--- src/design/sw_timer_pkg.sv ---
// constants shared by the stopwatch timer block and its core
`default_nettype none
package sw_timer_pkg;
  // ----------------------------------------------------------------
  // register indices (byte address is four times the index)
  // ----------------------------------------------------------------
  localparam logic [15:0] IDX_PRIO = 16'hff20;
  localparam logic [15:0] IDX_EN = 16'hff22;
  localparam logic [15:0] IDX_FLAG = 16'hff24;
  localparam logic [15:0] IDX_CTRL = 16'hff42;
  localparam logic [15:0] IDX_COUNT = 16'hff43;
  localparam int unsigned APB_AW = 18;
  localparam logic [17:0] ADDR_PRIO = {IDX_PRIO, 2'b00};
  localparam logic [17:0] ADDR_EN = {IDX_EN, 2'b00};
  localparam logic [17:0] ADDR_FLAG = {IDX_FLAG, 2'b00};
  localparam logic [17:0] ADDR_CTRL = {IDX_CTRL, 2'b00};
  localparam logic [17:0] ADDR_COUNT = {IDX_COUNT, 2'b00};
  // ----------------------------------------------------------------
  // field positions
  // ----------------------------------------------------------------
  localparam int unsigned RUN_BIT = 0;
  localparam int unsigned CLR_BIT = 1;
  localparam int unsigned LVL_LSB = 2;
  localparam int unsigned EV_LSB = 4;
  // ----------------------------------------------------------------
  // reset values, counting constants, exception vectors
  // ----------------------------------------------------------------
  localparam logic [7:0] RST_BYTE = 8'h00;
  localparam logic [3:0] DIGIT_MAX = 4'h9;
  localparam logic [8:0] ACC_STEP = 9'h064;
  localparam logic [23:0] VEC_100HZ = 24'h00_0016;
  localparam logic [23:0] VEC_10HZ = 24'h00_0018;
  localparam logic [23:0] VEC_1HZ = 24'h00_001a;

  // one bcd step: returns {wrap, next digit}
  function automatic logic [4:0] bcd_inc(input logic [3:0] d);
    if (d >= DIGIT_MAX) begin
      return {1'b1, 4'h0};
    end
    return {1'b0, 4'(d + 4'h1)};
  endfunction
endpackage
`default_nettype wire

--- src/design/sw_core_if.sv ---
// signals between the register side and the bcd counting core
`default_nettype none
interface sw_core_if;
  logic tick_fall;
  logic run_req;
  logic clear;
  logic running;
  logic [3:0] hund;
  logic [3:0] tenth;
  logic ev100;
  logic ev10;
  logic ev1;
  modport core (
    input tick_fall, run_req, clear,
    output running, hund, tenth, ev100, ev10, ev1
  );
  modport ctl (
    output tick_fall, run_req, clear,
    input running, hund, tenth, ev100, ev10, ev1
  );
endinterface
`default_nettype wire

--- src/design/sw_bcd_core.sv ---
// feedback divider and two cascaded bcd digits of the stopwatch
`default_nettype none
module sw_bcd_core
  import sw_timer_pkg::*;
(
  input wire logic pclk,
  input wire logic presetn,
  sw_core_if.core sw
);
  typedef struct packed {
    logic [7:0] acc;
    logic [3:0] hund;
    logic [3:0] tenth;
    logic running;
    logic ev100;
    logic ev10;
    logic ev1;
  } core_state_t;

  core_state_t s;
  core_state_t next_s;
  logic [8:0] sum;
  logic [4:0] h_step;
  logic [4:0] t_step;

  // ----------------------------------------------------------------
  // counting
  // ----------------------------------------------------------------
  always_comb begin
    next_s = s;
    next_s.ev100 = 1'b0;
    next_s.ev10 = 1'b0;
    next_s.ev1 = 1'b0;
    sum = {1'b0, s.acc} + ACC_STEP;
    h_step = bcd_inc(s.hund);
    t_step = bcd_inc(s.tenth);
    if (sw.tick_fall) begin
      next_s.running = sw.run_req;
      if (s.running) begin // old state counts once more on a stop
        next_s.acc = sum[7:0]; // 100 carries per 256 ticks
        if (sum[8]) begin
          next_s.ev100 = 1'b1;
          next_s.hund = h_step[3:0];
          if (h_step[4]) begin
            next_s.ev10 = 1'b1;
            next_s.tenth = t_step[3:0];
            next_s.ev1 = t_step[4];
          end
        end
      end
    end
    if (sw.clear) begin // run state untouched
      next_s.acc = 8'h00;
      next_s.hund = 4'h0;
      next_s.tenth = 4'h0;
      next_s.ev100 = 1'b0;
      next_s.ev10 = 1'b0;
      next_s.ev1 = 1'b0;
    end
  end

  always_ff @(posedge pclk or negedge presetn) begin
    if (!presetn) begin
      s <= '0;
    end else begin
      s <= next_s;
    end
  end

  assign sw.running = s.running;
  assign sw.hund = s.hund;
  assign sw.tenth = s.tenth;
  assign sw.ev100 = s.ev100;
  assign sw.ev10 = s.ev10;
  assign sw.ev1 = s.ev1;
endmodule // sw_bcd_core
`default_nettype wire

--- src/design/sw_timer.sv ---
// stopwatch timer: apb register file, interrupt flags and request
// Behaviour
// - vectors 000016h, 000018h, 00001ah per source
// - count: hundredths low nibble, tenths high
// - count register is read-only
// - reset clears both count digits
// - write one to clear strobe clears count
// - clear while running keeps counting from zero
// - run bit starts, stops, holds count
// - reset leaves stopwatch stopped
// - level field bits 3:2, zero means none
// - reset sets level field to zero
// - enables at bits 4,5,6, reset zero
// - flags set on 1, 10, 100 hz edges
// - flags set regardless of enable or level
// - request needs flag, enable, level above mask
// - flags clear on write one, reset zero
// - run change acts on next tick edge
// - run reads one until really stopped
// - two cascaded bcd digits from 256 hz
// - divider gives 2 or 3 tick intervals
// - tenths carry at 25 or 26 ticks
`default_nettype none
module sw_timer
  import sw_timer_pkg::*;
(
  input wire logic pclk,
  input wire logic presetn,
  input wire logic psel,
  input wire logic penable,
  input wire logic pwrite,
  input wire logic [APB_AW-1:0] paddr,
  input wire logic [31:0] pwdata,
  output logic [31:0] prdata,
  output logic pready,
  output logic pslverr,
  input wire logic low_speed_osc_clock,
  input wire logic cpu_mask_lo,
  input wire logic cpu_mask_hi,
  output logic irq_req,
  output logic [1:0] irq_level,
  output logic [23:0] irq_vector
);
  typedef struct packed {
    logic tick_q;
    logic run_req;
    logic clear;
    logic [1:0] prio;
    logic [2:0] en;
    logic [2:0] flags;
    logic ready;
    logic slverr;
    logic [31:0] rdata;
    logic irq;
    logic [1:0] level;
    logic [23:0] vector;
  } top_state_t;

  top_state_t s;
  top_state_t next_s;
  sw_core_if sw ();

  logic access;
  logic done;
  logic wr;
  logic [2:0] pend;
  logic [1:0] mask;
  logic [7:0] wbyte;

  // ----------------------------------------------------------------
  // address decode
  // ----------------------------------------------------------------
  function automatic logic is_mapped(input logic [APB_AW-1:0] a);
    return a == ADDR_PRIO || a == ADDR_EN || a == ADDR_FLAG
        || a == ADDR_CTRL || a == ADDR_COUNT;
  endfunction

  function automatic logic [7:0] read_byte(input logic [APB_AW-1:0] a, input top_state_t st,
                                           input logic run_rd, input logic [7:0] cnt);
    logic [7:0] v;
    v = RST_BYTE;
    unique case (a)
      ADDR_PRIO: v[LVL_LSB +: 2] = st.prio;
      ADDR_EN: v[EV_LSB +: 3] = st.en;
      ADDR_FLAG: v[EV_LSB +: 3] = st.flags;
      ADDR_CTRL: v[RUN_BIT] = run_rd; // strobe reads zero
      ADDR_COUNT: v = cnt;
      default: v = RST_BYTE;
    endcase
    return v;
  endfunction

  // ----------------------------------------------------------------
  // core hookup
  // ----------------------------------------------------------------
  assign sw.tick_fall = s.tick_q & ~low_speed_osc_clock;
  assign sw.run_req = s.run_req;
  assign sw.clear = s.clear;

  sw_bcd_core u_core (
    .pclk(pclk),
    .presetn(presetn),
    .sw(sw.core)
  );

  // ----------------------------------------------------------------
  // bus, registers, flags and request
  // ----------------------------------------------------------------
  always_comb begin
    next_s = s;
    access = psel & penable;
    done = access & s.ready;
    wr = done & pwrite;
    wbyte = pwdata[7:0];
    mask = {cpu_mask_hi, cpu_mask_lo};
    next_s.tick_q = low_speed_osc_clock;
    next_s.clear = 1'b0;
    next_s.ready = access & ~s.ready;
    next_s.slverr = 1'b0;
    next_s.rdata = 32'h0000_0000;
    if (access && !s.ready) begin
      next_s.slverr = ~is_mapped(paddr);
      if (!pwrite) begin
        // run reads one until the core has stopped
        next_s.rdata = {24'h00_0000,
                        read_byte(paddr, s, s.run_req | sw.running, {sw.tenth, sw.hund})};
      end
    end
    if (wr) begin
      unique case (paddr)
        ADDR_PRIO: next_s.prio = wbyte[LVL_LSB +: 2];
        ADDR_EN: next_s.en = wbyte[EV_LSB +: 3];
        ADDR_FLAG: next_s.flags = s.flags & ~wbyte[EV_LSB +: 3];
        ADDR_CTRL: begin
          next_s.run_req = wbyte[RUN_BIT];
          next_s.clear = wbyte[CLR_BIT];
        end
        default: next_s.prio = s.prio; // count and unmapped ignore writes
      endcase
    end
    // set wins over a same-cycle clear, independent of enable and level
    next_s.flags = next_s.flags | {sw.ev100, sw.ev10, sw.ev1};
    pend = s.flags & s.en;
    next_s.irq = (|pend) && (s.prio > mask);
    next_s.level = s.prio;
    if (pend[2]) begin
      next_s.vector = VEC_100HZ;
    end else if (pend[1]) begin
      next_s.vector = VEC_10HZ;
    end else if (pend[0]) begin
      next_s.vector = VEC_1HZ;
    end else begin
      next_s.vector = 24'h00_0000;
    end
  end

  always_ff @(posedge pclk or negedge presetn) begin
    if (!presetn) begin
      s <= '0;
    end else begin
      s <= next_s;
    end
  end

  assign prdata = s.rdata;
  assign pready = s.ready;
  assign pslverr = s.slverr;
  assign irq_req = s.irq;
  assign irq_level = s.level;
  assign irq_vector = s.vector;
endmodule // sw_timer
`default_nettype wire

--- config.mk ---
export PLATFORM = sky130hd
export DESIGN_NAME = sw_timer
export DESIGN_NICKNAME = d
export VERILOG_FILES = /design/src/design/sw_timer_pkg.sv /design/src/design/sw_core_if.sv /design/src/design/sw_bcd_core.sv /design/src/design/sw_timer.sv
export SDC_FILE = /design/constraint.sdc
export NUM_CORES = 1
export LEC_CHECK = 0
export BUFFER_PORTS_ARGS = -buffer_cell sky130_fd_sc_hd__buf_2
export CAP_MARGIN = 20
export CORE_ASPECT_RATIO = 1.2
export CORE_MARGIN = 2
export CORE_UTILIZATION = 48
export DETAILED_ROUTE_END_ITERATION = 6
export GPL_ROUTABILITY_DRIVEN = 0
export PLACE_DENSITY = 0.83
export SYNTH_ARGS = -nofsm -noshare
export SYNTH_HDL_FRONTEND = slang
export SYNTH_HIERARCHICAL = 1
export SYNTH_SLANG_ARGS = --single-unit
--- constraint.sdc ---
create_clock -name pclk -period 2.2 [get_ports pclk]
set_clock_uncertainty 0.2 [all_clocks]
set_input_delay 0.22 -clock pclk [delete_from_list [all_inputs] [get_ports pclk]]
set_output_delay 0.22 -clock pclk [all_outputs]
set_load 0.02 [all_outputs]
# Word-level counts from Yosys, hierarchy flattened
# Index checks and enable logic that the tools add are counted.
[totals]
regBits = 92
input_bits = 58
out_inout_bits = 61
wordCells = 91
[op_classes]
addsub = 3
magnitude_cmp = 3
n_eq_ne = 5
mux = 30
n_bitwise = 13
n_reduce_logical = 18
[op_table]
columns = ["cell", "n"]
rows = [
  ["18-bit equality test, second input constant", 5],
  ["5-bit two-way mux", 7],
  ["33-bit two-way mux", 1],
  ["16-bit two-way mux", 2],
  ["20-bit two-way mux", 1],
  ["8-bit two-way mux", 2],
  ["3-bit two-way mux", 5],
  ["8-bit by 7-bit adder with 9-bit output, second input constant", 1],
  ["9-bit two-way mux", 1],
  ["3-bit one-hot mux with 3 select lines", 1],
  ["4-bit by 1-bit adder with 4-bit output, second input constant", 2],
  ["4-bit greater-or-equal comparator, second input constant", 2],
  ["2-bit AND reduction", 4],
  ["2-bit nonzero test", 4],
  ["3-bit bitwise AND", 2],
  ["1-bit bitwise AND", 5],
  ["1-bit two-way mux", 5],
  ["1-bit logical OR", 4],
  ["2-bit two-way mux", 2],
  ["4-bit two-way mux", 1],
  ["2-bit one-hot mux with 2 select lines", 1],
  ["4-bit AND reduction", 1],
  ["1-bit inverter", 3],
  ["3-bit inverter", 1],
  ["8 further kinds", 9],
]

# Longest topological paths before layout
[logic_depth]
depth_word = 8
mapped_depth = 7
depth_no_buf = 6

# By module
# Netlist, hierarchy kept.
[modules_own_cells]
columns = ["module", "n_inst", "cells_per_inst", "area_per_inst_um2", "seq_area_each_um2"]
rows = [
  ["sw_timer", 1, 171, 1741.7, 700.7],
  ["sw_bcd_core", 1, 98, 991.0, 450.4],
]

# Worst setup path after synthesis
# No wires, ideal clock.
[synth_path]
kind = "flip-flop to flip-flop"
start = "reg u_core.s (netlist bit u_core/sw.tenth[0])"
end = "reg u_core.s (netlist bit u_core/sw.tenth[2])"
setup_ns = 0.104
arrival_ns = 1.644
t_required_ns = 1.896
slack_ns = 0.252
path_stages_with_launch = 7
path_buffers = 0
synth_period_minus_slack_ns = 1.948
cell_sequence = "dfrtp_1 > inv_1 > ha_1 > or3b_4 > a21bo_1 > or4_1 > o311ai_1"
[synth_between]
elab_chain_cells = 8
word_cells_on_any_way = 9
cone_classes = "add/sub (1); order compare (1); mux (7)"
[synth_rtl]
columns = ["item", "line", "source"]
rows = [
  ["start, declared", "sw_bcd_core.sv:20", "core_state_t s;"],
  ["start signal, assigned", "sw_bcd_core.sv:66", "s <= next_s;"],
  ["4-bit greater-or-equal comparator", "sw_timer_pkg.sv:37", "if (d >= DIGIT_MAX) begin"],
  ["1-bit two-way mux", "sw_timer_pkg.sv:37", ""],
  ["5-bit two-way mux (*)", "sw_timer_pkg.sv:40", "return {1'b0, 4'(d + 4'h1)};"],
  ["4-bit two-way mux (*)", "sw_bcd_core.sv:44", "if (h_step[4]) begin"],
  ["8-bit two-way mux (*)", "sw_bcd_core.sv:41", "if (sum[8]) begin"],
  ["16-bit two-way mux (*)", "sw_bcd_core.sv:39", "if (s.running) begin"],
  ["20-bit two-way mux (*)", "sw_bcd_core.sv:37", "if (sw.tick_fall) begin"],
  ["16-bit two-way mux (*)", "sw_bcd_core.sv:52", "if (sw.clear) begin"],
]
# Mark *: on every way between the ends. The rest lies on a longest branch, timed or not. The select of a mux whose other input is x is not followed.
# A chain may end at the register's enable or synchronous reset.

# Worst setup path after layout
# Same ends and word-level chain as after synthesis.

==> flow_summary.toml <==
[place]
dp_hpwl_um = 3930
io_buffers = 49
placed_cells = 361

[finish]
layout-area-overhead-vs-synth_pct = 7.42
final_core_util_pct = 52.5
nets = 380
fin_cells = 378
n_antenna_cell = 0
drive_gt1_share_pct = 25.8

[clock_network]
numCtsBuffers = 5
cts_max_level = 2
cts_sinks = 46
ctsHoldBuffers = 9
ctsResizeCount = 0
cts_tree = "done"
clk_latency_ns = 0.32
cts_root_buf = "clkbuf_8"
clockBufferDepth = 2
cts.clk_slew.worst_paths_ns = 0.09
post_cts_buffers = 0

[yosys]
synthSimpleGateAreaFrac_pct = 18.0
synth_area_leader_cell = "dfrtp_1"
synth-seq-area-share_pct = 42.1
yosysMostFrequentCell = "buf_4"
synth_mux_area_share_pct = 3.25
synth_top_family_by_area = "buffers and inverters"
synthArstFlopShare_pct = 100
synth_edf_count = 0
ys.flop_type = "dfrtp_1"
synthXorXnorAreaFrac_pct = 1.60
yosysWarningCount = 6
synth.distinct_cells = 57
netlist_instances = 269
yosys-top-cells-count = "buf_4 (67), dfrtp_1 (46), nand3_1 (12)"
avgSynthCellArea_um2 = 10.2
synth_compound_area_share_pct = 10.2
yosys.area_share.adder_pct = 4.12
synth-seq-cells = 46
synth.area.top_cells = "dfrtp_1 (42%), buf_4 (18%), ha_1 (4.1%), mux2_2 (2.9%), nand3_1 (2.2%)"
syn-cell-area_mm2 = 0.00273
synth_top_cell_area_share_pct = 42.1

[grt]
overflow = 0
grt_pass1_wl_um = 7940
track_usage_pct = 16.4
antenna_found_initial = 0
grt_pass1_vias = 1742
grt_max_degree = 36

[hold_path]
hold_class = "primary input to flip-flop"

[route]
final_antenna_net_count = 0
route.vias.total = 1929
firstDrtPassIters = 4
wire_per_inst_um = 13.2
top_layer = "met4"
drt-total-wl_um = 4970
dr_wl_met3_um = 232
wl_met2_um = 2610
vias_per_cell = 5.10
m1WireLength_um = 2020
drc = 0
drt_iter0_drc = 77

[pwr]
power.leakage_nw = 1.57
vdd_ir_drop_max_mv = 0.284
p_per_area_mw_per_mm2 = 528

[sta]
rsz0062_at_grt = "no"
period_share_pct = 96.2
max_clock_freq_ghz = 0.473
hold_viol = 0
setup_violations = 0
layout_min_cycle_time_ns = 2.12
tightestPinTransition_ns = 0.768
drv_slew = 0
max-slew-margin-rel_pct = 48.8
setup_tns_ns = 0

[die]
fp-row-count = 30
die_area_mm2 = 0.00631
pin_count = 119
die_w_um = 72.9
die_h_um = 86.7
coreArea_mm2 = 0.00559
start_util_pct = 48.9

[worst_setup_path]
cp.depth = 6
r2r-end = "u_core/sw.tenth[2]$_DFFE_PN0P_"
slowest_delay_ns = 0.46
startpoint = "u_core/sw.tenth[0]$_DFFE_PN0P_"
crit_required_ns = 2.22
crit_slowest_cell = "dfrtp_1"
cp-start-kind = "flip-flop"
crit_fanout = 6
cp_top_family = "simple AND/OR/NAND/NOR gates"
cp-end-kind = "flip-flop"
r2r-start = "u_core/sw.tenth[0]$_DFFE_PN0P_"
rrSetupSlack_ns = 0.08
endpoint = "u_core/sw.tenth[2]$_DFFE_PN0P_"
crit_arrival_ns = 2.13
crit_chain = "inv_1 > ha_1 > or3b_4 > a21bo_1 > or4_1 > o311ai_1"
ff2ff_path_depth = 6
critPathBufInv = 1
critical_path_class = "flip-flop to flip-flop"

[flow_run]
maxCapViolations = 0

[status]
status = "completed"
## routing by layer
metal  vias to the layer above  GRT usage, %
met5                         -             0
met1                       933          18.5
li1                        914             -
met3                        12          4.07
met2                        70          28.9
met4                         0          7.41
## cell usage in the layout (no fill, tap or decap), types with 7 or more instances in the layout
cell type / instances
conb_1: 44
ha_1: 9
a21oi_1: 9
dlygate4sd3_1: 9
buf_4: 7
nand3_1: 12
dfrtp_1: 46
nand4_1: 7
inv_1: 11
and3_1: 8
buf_2: 49
nand2_1: 10
mux2_2: 7
nor2_1: 11
## worst min path at each step
stage                                     endpoint  slack [ns]        start  depth (start not counted)
after detailed placement  u_core/s[17]$_DFFE_PN0P_        0.14      presetn                          1
after floorplan             irq_level[0]$_DFF_PN0_       -0.28      presetn                          0
final                            irq_req$_DFF_PN0_        0.01  cpu_mask_lo                          3
after CTS                        irq_req$_DFF_PN0_        0.02  cpu_mask_lo                          3
after global placement    u_core/s[16]$_DFFE_PN0P_        0.13      presetn                          1
after global routing             irq_req$_DFF_PN0_        0.03  cpu_mask_lo                          3
## report_power, final
part / total [mW] / switching, mW / internal (mW)
Clock: 0.535 / 0.308 / 0.227
Combinational: 0.167 / 0.120 / 0.0463
Sequential: 0.849 / 0.00111 / 0.848
## registers in the layout (all words and copies together) (netlist names), 2 cells and up
name and cells:
next_s 2, irq_level 2, irq_vector 4, prdata 8, s 7, u_core/sw.hund 4, u_core/s 6, u_core/sw.tenth 4
## per-stage QoR
step	hold slack [ns]	setup WS [ns]	power (mW)	cell area, um^2
5_1_grt	0.0274	0.0101	1.61	2940
6_report	0.0107	0.0843	1.55	2940
3_3_place_gp	0.128	0.126	1.02	2750
4_1_cts	0.0178	0.0919	1.56	2940
2_1_floorplan	-0.276	0.252	1.02	2890
3_5_place_dp	0.144	0.110	1.02	2750
## cell type report
| class | instances | area [um^2] |
|---|---|---|
| fill | 494 | 2660 |
| multi-input combinational | 184 | 1180 |
| sequential | 46 | 1150 |
| timing repair buffer | 65 | 388 |
| tap | 64 | 80.1 |
| clock buffer | 5 | 68.8 |
| inverter | 11 | 41.3 |
| clock inverter | 3 | 23.8 |
## kinds of logic after synthesis
logic type      after synthesis
other cells                   1
mux                           8
simple gates                 81
buf+inv                      82
fa+ha+maj                     9
flops                        46
compound gates               37
xor+xnor                      5
## worst min-delay path: cells and delay by family
| family | cells | cell delay (ns) |
|---|---|---|
| compound gates | 1 | 0.07 |
| fa+ha+maj | 1 | 0.12 |
| buf+inv | 1 | 0.08 |
Power figures use the tool's default switching activity.
